===== config.mk =====
export PLATFORM = sky130hd
export DESIGN_NAME = trtc_timer
export DESIGN_NICKNAME = d
export VERILOG_FILES = /design/src/common/trtc_pkg.sv /design/src/hw/trtc_timer.sv
export SDC_FILE = /design/constraint.sdc
export NUM_CORES = 1
export LEC_CHECK = 0
export BUFFER_PORTS_ARGS = -buffer_cell sky130_fd_sc_hd__buf_2
export CORE_UTILIZATION = 51
export CTS_BUF_LIST = sky130_fd_sc_hd__clkbuf_16
export DETAILED_ROUTE_END_ITERATION = 8
export PLACE_DENSITY_LB_ADDON = 0.15
export SYNTH_ARGS = -nofsm -noshare
export SYNTH_HDL_FRONTEND = slang
export SYNTH_SLANG_ARGS = --single-unit

===== constraint.sdc =====
create_clock -name ref_clk_in -period 5.72 [get_ports ref_clk_in]
set_input_delay 0.286 -clock ref_clk_in [delete_from_list [all_inputs] [get_ports ref_clk_in]]
set_output_delay 0.286 -clock ref_clk_in [all_outputs]
set_load 0.01 [all_outputs]

===== src/common/trtc_pkg.sv =====
package trtc_pkg;

    // ==========================================================
    // Register map (byte addresses, one 32-bit word each)
    // ==========================================================
    localparam logic [7:0] CTRL_OFS   = 8'h00;
    localparam logic [7:0] PERIOD_OFS = 8'h04;
    localparam logic [7:0] COUNT_OFS  = 8'h08;
    localparam logic [7:0] OSC_OFS    = 8'h0C;
    localparam logic [7:0] STAT_OFS   = 8'h10;
    localparam logic [7:0] IEN_OFS    = 8'h14;
    localparam logic [7:0] ICLR_OFS   = 8'h18;
    localparam logic [7:0] PSC_OFS    = 8'h1C;

    // ==========================================================
    // Control, oscillator, status and event fields
    // ==========================================================
    localparam int CTRL_ON_BIT    = 0;
    localparam int CTRL_CSS_BIT   = 1;
    localparam int CTRL_GATE_BIT  = 2;
    localparam int CTRL_SYNC_BIT  = 3;
    localparam int CTRL_SIDL_BIT  = 4;
    localparam int OSC_LPEN_BIT   = 1;
    localparam int STAT_PER_BIT   = 0;
    localparam int STAT_WAKE_BIT  = 1;
    localparam int NUM_EVENTS     = 2;

    localparam logic [15:0] PERIOD_RST = 16'hFFFF;
    localparam logic [7:0]  PSC_RST    = 8'h00;
    localparam logic [31:0] UNMAPPED_RD = 32'h0000_0000;

    typedef struct packed {
        logic stop_in_idle;
        logic external_sync_select;
        logic gate_accumulate_enable;
        logic clock_source_select;
        logic timer_on;
    } trtc_ctrl_s;

    typedef struct packed {
        logic [7:0]  adr;
        logic [31:0] dat;
        logic [3:0]  sel;
        logic        we;
        logic        cyc;
        logic        stb;
    } trtc_wb_req_s;

endpackage : trtc_pkg


===== src/hw/trtc_timer.sv =====
// The register offsets and the Wishbone register port were chosen for this implementation.
`timescale 1ns/1ps

// Functional notes
// - Count oscillator rising edges when on, external, ungated.
// - Count to period, then wrap to zero.
// - Low power enable gives wake event on period wrap or carry-out.
// - Counter keeps running during processor sleep.
// - Idle stops counting only when stop_in_idle set.
// - Period event sets sticky timer irq flag.
// - Flag clears only by software write.
// - Interrupt forwarded only when flag enabled.
// - Event raised when count equals period.
module trtc_timer #(
    parameter int CNT_W = 16,
    parameter int PSC_W = 8
) (
    input  wire logic        ref_clk_in,
    input  wire logic        rstn_in,
    input  wire logic        lp_osc_in,
    input  wire logic        cpu_sleep_in,
    input  wire logic        cpu_idle_in,
    input  wire logic [7:0]  wb_adr_in,
    input  wire logic [31:0] wb_dat_in,
    input  wire logic [3:0]  wb_sel_in,
    input  wire logic        wb_we_in,
    input  wire logic        wb_cyc_in,
    input  wire logic        wb_stb_in,
    output logic [31:0]      wb_dat_out,
    output logic             wb_ack_out,
    output logic             irq_out,
    output logic             wake_out
);

    // ==========================================================
    // Bus decode
    // ==========================================================
    trtc_pkg::trtc_wb_req_s req;
    assign req = '{adr: wb_adr_in, dat: wb_dat_in, sel: wb_sel_in, we: wb_we_in,
                   cyc: wb_cyc_in, stb: wb_stb_in};

    // A read is captured on the first edge of a request, while a write lands on the
    // edge at which the master samples ack high, so both ends agree on when it happened.
    wire logic acc    = req.cyc && req.stb && !wb_ack_out;
    wire logic rd_acc = acc && !req.we;
    wire logic wr     = req.cyc && req.stb && wb_ack_out && req.we;
    wire logic wr_lo  = wr && req.sel[0];
    wire logic wr_hi  = wr && req.sel[1];
    wire logic wr_ctl = wr_lo && req.adr == trtc_pkg::CTRL_OFS;
    wire logic wr_per = (wr_lo || wr_hi) && req.adr == trtc_pkg::PERIOD_OFS;
    wire logic wr_cnt = (wr_lo || wr_hi) && req.adr == trtc_pkg::COUNT_OFS;
    wire logic wr_osc = wr_lo && req.adr == trtc_pkg::OSC_OFS;
    wire logic wr_ien = wr_lo && req.adr == trtc_pkg::IEN_OFS;
    wire logic wr_clr = wr_lo && req.adr == trtc_pkg::ICLR_OFS;
    wire logic wr_psc = wr_lo && req.adr == trtc_pkg::PSC_OFS;

    function automatic logic [15:0] merge16(input logic [15:0] old_v,
                                            input logic [31:0] d,
                                            input logic [3:0] s);
        merge16 = {s[1] ? d[15:8] : old_v[15:8], s[0] ? d[7:0] : old_v[7:0]};
    endfunction : merge16

    // ==========================================================
    // Registers
    // ==========================================================
    trtc_pkg::trtc_ctrl_s ctrl_reg;
    logic [CNT_W-1:0]     period_reg;
    logic [CNT_W-1:0]     count_reg;
    logic [CNT_W-1:0]     count_next;
    logic [PSC_W-1:0]     psc_lim_reg;
    logic [PSC_W-1:0]     psc_cnt_reg;
    logic [PSC_W-1:0]     psc_cnt_next;
    logic                 lpen_reg;
    logic [trtc_pkg::NUM_EVENTS-1:0] stat_reg;
    logic [trtc_pkg::NUM_EVENTS-1:0] stat_next;
    logic [trtc_pkg::NUM_EVENTS-1:0] evt_set;
    logic [trtc_pkg::NUM_EVENTS-1:0] evt_clr;
    logic [trtc_pkg::NUM_EVENTS-1:0] ien_reg;
    logic                 osc_d_reg;
    logic [31:0]          rdata;

    // The oscillator is treated as synchronous to ref_clk_in; one stage finds its edge.
    wire logic osc_rise = lp_osc_in && !osc_d_reg;

    // Idle halts the count only when software asked for it; sleep never does.
    wire logic idle_hold = cpu_idle_in && ctrl_reg.stop_in_idle;
    wire logic run = ctrl_reg.timer_on && ctrl_reg.clock_source_select
                     && !ctrl_reg.gate_accumulate_enable && !idle_hold;

    // The sync bit is stored but not acted on: correct operation needs it at zero.
    wire logic psc_tick = run && osc_rise && psc_cnt_reg == psc_lim_reg;
    wire logic at_period = count_reg == period_reg;
    wire logic cnt_wrap = psc_tick && at_period;
    wire logic carry    = psc_tick && count_reg == {CNT_W{1'b1}} && !at_period;

    // Low power mode trades the period event for a wake event, raised on a period wrap or on a carry-out.
    wire logic per_evt  = cnt_wrap && !lpen_reg;
    wire logic wake_evt = (cnt_wrap || carry) && lpen_reg;

    assign psc_cnt_next = !(run && osc_rise) ? psc_cnt_reg
                        : (psc_cnt_reg == psc_lim_reg) ? '0
                        : psc_cnt_reg + 1'b1;

    // A software load beats the increment, so a loaded value is never lost.
    assign count_next = wr_cnt ? merge16(count_reg, req.dat, req.sel)
                      : cnt_wrap ? '0
                      : psc_tick ? count_reg + 1'b1
                      : count_reg;

    // Events land at fixed bit positions, so status, enable and clear share one layout.
    always_comb
    begin
        evt_set                          = '0;
        evt_set[trtc_pkg::STAT_PER_BIT]  = per_evt;
        evt_set[trtc_pkg::STAT_WAKE_BIT] = wake_evt;
    end

    assign evt_clr = wr_clr ? req.dat[trtc_pkg::NUM_EVENTS-1:0] : '0;

    // Set wins over a software clear in the same cycle, so no event is ever lost.
    assign stat_next = (stat_reg & ~evt_clr) | evt_set;

    // The write-only clear register reads as zero through the default branch.
    always_comb
    begin
        case (req.adr)
            trtc_pkg::CTRL_OFS:   rdata = {27'h0, ctrl_reg};
            trtc_pkg::PERIOD_OFS: rdata = {16'h0, period_reg};
            trtc_pkg::COUNT_OFS:  rdata = {16'h0, count_reg};
            trtc_pkg::OSC_OFS:    rdata = {30'h0, lpen_reg, 1'b0};
            trtc_pkg::STAT_OFS:   rdata = {30'h0, stat_reg};
            trtc_pkg::IEN_OFS:    rdata = {30'h0, ien_reg};
            trtc_pkg::PSC_OFS:    rdata = {24'h0, psc_lim_reg};
            default:              rdata = trtc_pkg::UNMAPPED_RD;
        endcase
    end

    // ==========================================================
    // Oscillator edge and prescaler
    // ==========================================================
    always_ff @(posedge ref_clk_in)
    begin
        if (!rstn_in)
            osc_d_reg <= 1'b0;
        else
            osc_d_reg <= lp_osc_in;
    end

    always_ff @(posedge ref_clk_in)
    begin
        if (!rstn_in)
            psc_cnt_reg <= '0;
        else
            psc_cnt_reg <= psc_cnt_next;
    end

    // ==========================================================
    // Counter and status
    // ==========================================================
    always_ff @(posedge ref_clk_in)
    begin
        if (!rstn_in)
            count_reg <= '0;
        else
            count_reg <= count_next;
    end

    always_ff @(posedge ref_clk_in)
    begin
        if (!rstn_in)
            stat_reg <= '0;
        else
            stat_reg <= stat_next;
    end

    // ==========================================================
    // Bus answer
    // ==========================================================
    always_ff @(posedge ref_clk_in)
    begin
        if (!rstn_in)
            wb_ack_out <= 1'b0;
        else
            wb_ack_out <= acc;
    end

    // Read data is held until the next read, so a slow master still finds it.
    always_ff @(posedge ref_clk_in)
    begin
        if (!rstn_in)
            wb_dat_out <= '0;
        else if (rd_acc)
            wb_dat_out <= rdata;
    end

    // ==========================================================
    // Software registers
    // ==========================================================
    always_ff @(posedge ref_clk_in)
    begin
        if (!rstn_in)
            ctrl_reg <= '0;
        else if (wr_ctl)
            ctrl_reg <= trtc_pkg::trtc_ctrl_s'(req.dat[4:0]);
    end

    always_ff @(posedge ref_clk_in)
    begin
        if (!rstn_in)
            period_reg <= trtc_pkg::PERIOD_RST;
        else if (wr_per)
            period_reg <= merge16(period_reg, req.dat, req.sel);
    end

    always_ff @(posedge ref_clk_in)
    begin
        if (!rstn_in)
            lpen_reg <= 1'b0;
        else if (wr_osc)
            lpen_reg <= req.dat[trtc_pkg::OSC_LPEN_BIT];
    end

    always_ff @(posedge ref_clk_in)
    begin
        if (!rstn_in)
            ien_reg <= '0;
        else if (wr_ien)
            ien_reg <= req.dat[trtc_pkg::NUM_EVENTS-1:0];
    end

    always_ff @(posedge ref_clk_in)
    begin
        if (!rstn_in)
            psc_lim_reg <= trtc_pkg::PSC_RST;
        else if (wr_psc)
            psc_lim_reg <= req.dat[PSC_W-1:0];
    end

    // ==========================================================
    // Interrupt and wake outputs
    // ==========================================================
    assign irq_out  = |(stat_reg & ien_reg);
    assign wake_out = stat_reg[trtc_pkg::STAT_WAKE_BIT];
endmodule : trtc_timer

-- Yosys cells after proc, flatten, opt, wreduce, memory -nomap -nowiden
Index checks and enable logic that the tools add are counted.
- word-level logic and storage cells: 85
- bits in registers: 92
- $add $sub $neg: 2
- reduce and logical (&&, ||, !) cells: 42
- muxes and demuxes: 8
- equality and inequality tests: 12
- bitwise operators: 4
- operators with widths (operator ; count):
    case mux 16 bit (7 select lines) ; 1
    2-to-1 mux 16 bit ; 3
    equality test 8 x 5 -> 1 bit (second input constant) ; 4
    logical AND 1 bit ; 26
    2-to-1 mux 8 bit ; 3
    adder 16 x 1 -> 16 bit (second input constant) ; 1
    equality test 16 bit ; 1
    equality test 16 bit (second input constant) ; 1
    equality test 8 x 4 -> 1 bit (second input constant) ; 2
    adder 8 x 1 -> 8 bit (second input constant) ; 1
    equality test 8 x 3 -> 1 bit (second input constant) ; 1
    equality test 8 bit ; 1
    logical NOT 8 bit ; 1
    AND reduction 2 bit ; 4
    logical NOT 1 bit ; 7
    AND 2 bit ; 2
    inequality test 2 bit (second input constant) ; 2
    nonzero test 3 bit ; 1
    logical OR 1 bit ; 2
    2-to-1 mux 2 bit ; 1
    NOT 2 bit ; 1
    bitwise OR 2 bit ; 1
    OR reduction 2 bit ; 1

-- Depth between registers and ports, before layout
- depth after elaboration: 10
- depth in mapped cells: 8

-- Worst setup path before layout
No wires, ideal clock.
- path kind: input to register
- start point: input port wb_adr_in[1]
- end point: register count_reg[9]
- stages on the path: 7
- data arrival time: 1.898 ns
- path slack: 3.685 ns
- path buffers: 1
- setup time: 0.136 ns
- required time: 5.584 ns
- path through: or4_1 > buf_4 > nor3_4 > o211a_4 > nor2_1 > a221oi_1 > a211oi_1
- word-level cells in the longest chain between the ends: 4
- elaborated cells between the ends (all ways): 6
- those cells by class: eq/ne (2); mux (1); reduce/logical (3)
- ends and longest elaborated chain (element ; RTL line ; source):
    start: declaration ; trtc_timer.sv:23 ; input wire logic [7:0] wb_adr_in,
    equality test 8 x 4 -> 1 bit * ; trtc_timer.sv:51 ; wire logic wr_cnt = (wr_lo || wr_hi) && req.adr == trtc_pkg::COUNT_OFS;
    logical AND 1 bit * ; trtc_timer.sv:51 ;
    inequality test 2 bit (no line) or nonzero test 3 bit (tied branches) ; n/a ;
    AND reduction 2 bit (no line) ; n/a ;
    end signal: assignment ; trtc_timer.sv:165 ; count_reg <= count_next;
    end: declaration ; trtc_timer.sv:68 ; logic [CNT_W-1:0] count_reg;
Mark *: on every way between the ends. The rest lies on a longest branch, timed or not.
A chain may end at the register's enable or synchronous reset.

-- Worst setup path in the final report
- start point: register ctrl_reg[0] (netlist name)
- end point: register count_reg[5]
- word-level cells in the longest chain between the ends: 8
- elaborated cells between the ends (all ways): 10
- those cells by class: mux (2); reduce/logical (8)
- ends and longest elaborated chain (element ; RTL line ; source):
    start: declaration ; trtc_timer.sv:66 ; trtc_pkg::trtc_ctrl_s ctrl_reg;
    start signal: assignment ; trtc_timer.sv:204 ; ctrl_reg <= trtc_pkg::trtc_ctrl_s'(req.dat[4:0]);
    logical AND 1 bit * ; trtc_timer.sv:87 ; wire logic run = ctrl_reg.timer_on && ctrl_reg.clock_source_select
    logical AND 1 bit * (2 in series) ; trtc_timer.sv:88 ; && !ctrl_reg.gate_accumulate_enable && !idle_hold;
    logical AND 1 bit * (2 in series) ; trtc_timer.sv:91 ; wire logic psc_tick = run && osc_rise && psc_cnt_reg == psc_lim_reg;
    logical AND 1 bit ; trtc_timer.sv:93 ; wire logic cnt_wrap = psc_tick && at_period;
    nonzero test 3 bit (no line) or 2-to-1 mux 16 bit (tied branches) ; n/a ;
    AND reduction 2 bit (no line) or 2-to-1 mux 16 bit (tied branches) ; n/a ;
Marked as above.

==> results_dict.tcl <==
set metrics [dict create \
    status "completed" \
    r2r-start "ctrl_reg[0]" \
    hp-class "input port to flop" \
    io_pins 87 \
    diodes 0 \
    dp_cells 632 \
    gp_congestion 0.9030 \
    synthToLayoutAreaGrowth_pct 11.66 \
    final_util_pct 59.38 \
    layout.nets 595 \
    synth_top_cell_by_area "dfxtp_1" \
    path_clk_slew_ps 70 \
    slew_viol_final 0 \
    final_cell_mix "dfxtp_1 (76), nand2_1 (69), nor2_1 (61)" \
    synth_async_sr_flop_share_pct 0 \
    dp_hpwl_um 7938 \
    die_y_um 91.99 \
    reg2reg_slack_ps 3220 \
    coreArea_um2 7767 \
    netlist_instances 508 \
    grt_max_degree 38 \
    cts_buffer_depth 2 \
    synth_edf_count 0 \
    viasPerCell 5.918 \
    portBuffers 51 \
    grt_usage_pct 27.04 \
    drtIter0Drc 277 \
    path_cells "nor4bb_1 > and3_1 > nand4_1 > nand2_1 > a31oi_1 > a211oi_1" \
    die-area_um2 8462 \
    required_ps 5950 \
    tightest_slew_ps 978.2 \
    clk_latency_ps 340 \
    power.leakage_nw 1.834 \
    num_vias 3835 \
    layout-drive-gt1-share_pct 15.38 \
    timing.fmax_mhz 399.4 \
    cts_made_buffers 9 \
    cts_tree "built" \
    grt_pass1_vias 3501 \
    crit_start "ctrl_reg[0]" \
    start_kind "flop" \
    hold_buffers 0 \
    worst_path_max_delay_cell "nand4_1" \
    avgSynthCellArea_um2 8.130 \
    fin_crit_sh_pct 43.77 \
    tns_ps 0 \
    drtPass1Iterations 6 \
    drc 0 \
    hold_violations 0 \
    finalWorstSetupSlack_ps 3216 \
    grt_pass1_wl_um 17800 \
    critical_path_class "flop to flop" \
    period_minus_slack_ps 2504 \
    antenna_found_initial 0 \
    cts_resized 0 \
    start_util_pct 53.17 \
    synth_top_area_share_pct 36.84 \
    cp-end-kind "flop" \
    clock_skew_ps 10.99 \
    die_w_um 91.99 \
    post-cts-setup-buffers 0 \
    place_ws_ps 2968 \
    ctsHtreeMaxLevel 3 \
    grt-ovfl-total 0 \
    path_max_fanout 11 \
    post_drt_wl_per_cell_um 16.90 \
    synth_area_um2 4130 \
    wl_um 10950 \
    yosys-top-cells-area "dfxtp_1 (37%), xor2_1 (6.6%), nand2_1 (6.3%), nor2_1 (5.5%), a21oi_1 (4.4%)" \
    slew_headroom_pct 34.51 \
    antenna_left 0 \
    maxCapViolCount 0 \
    seq_area_frac_synth_pct 36.84 \
    layoutNonFillerInstCount 648 \
    synth_cell_types 67 \
    ys_seq_elements 76 \
    cts-root-buf "clkbuf_16" \
    rsz0062_at_grt "no" \
    min_from "lp_osc_in" \
    synth_top_flop_cell "dfxtp_1" \
    ir_drop_uv 158.9 \
    powerDensity_nw_per_um2 247.8 \
    worst_ep_arrival_time_ps 2740 \
    final_common_cell "dfxtp_1" \
    cts.sinks 76 \
    rows 32 \
    slowest_delay_ps 480 \
    yosys_warnings 0 \
    setup_viol 0 \
]
path summary, 6_finish.rpt:
check / cells after the start / end
setup / recovery: 6 / count_reg[5]
hold / removal: 2 / osc_d_reg
setup reg to reg: 6 / count_reg[5]
hold reg to reg: 2 / ctrl_reg[3]
cell usage after synthesis, types with 3 or more instances:
cell type	n
a21oi_1	36
a222oi_1	5
a211oi_1	4
and3_1	6
mux2i_1	14
nor3_1	9
buf_2	9
and4_1	3
and2_1	3
clkbuf_1	15
xor2_1	31
inv_1	5
a22oi_1	12
nor2_1	61
o21ai_0	18
xnor2_1	3
dfxtp_1	76
nand4_1	8
nand3_1	29
nor4_1	8
or3_1	4
a21o_1	3
buf_4	20
nand2_1	69
a31oi_1	5
layout make-up:
cell class                      instances  area (um2)
Inverter                                6       22.52
Timing Repair Buffer                   51       255.2
Clock buffer                            9       225.2
Multi-Input combinational cell        397        2391
Tap cell                              102       127.6
Sequential cell                        76        1521
Clock inverter                          7       68.82
Fill cell                             740        3156
cell families after synthesis:
logic type	count (synthesis)	synth area share (%)
AOI/OAI and AO/OA	107	17.12
xor gates and xnor gates	34	7.210
adders and majority gates	2	0.6058
buffers and inverters	50	6.634
DFF	76	36.84
muxes	17	4.756
other	1	0.09079
and+or+nand+nor	221	26.75
worst max-delay path: cells and delay by family (launching register included):
kind            cells  cell delay [ps]
flops               1              360
simple gates        4             1650
compound gates      2              380
report_power, final:
| group | switching [mW] | total, mW | internal, mW |
|---|---|---|---|
| logic | 0.0361 | 0.0507 | 0.0146 |
| clock network | 0.226 | 0.562 | 0.335 |
| registers | 0.000428 | 0.530 | 0.530 |
routing by layer:
metal	track usage [%]	up-vias	part of all wire, %
li1	-	1852	-
met1	38.82	1776	47
met2	40.11	182	43
met3	4.643	25	7.8
met4	10.81	0	2.6
met5	0	-	0
through the flow:
step | hold WS (ps) | cell area (um2) | power [mW]
CTS | 169.6 | 4612 | 1.147
global placement | 456.7 | 4318 | 0.5915
floorplan | 407.7 | 4187 | 0.5790
global route | 175.9 | 4612 | 1.173
detailed placement | 459.4 | 4318 | 0.5920
finish | 171.2 | 4612 | 1.143
No activity file was read; power rests on OpenSTA's default activity.
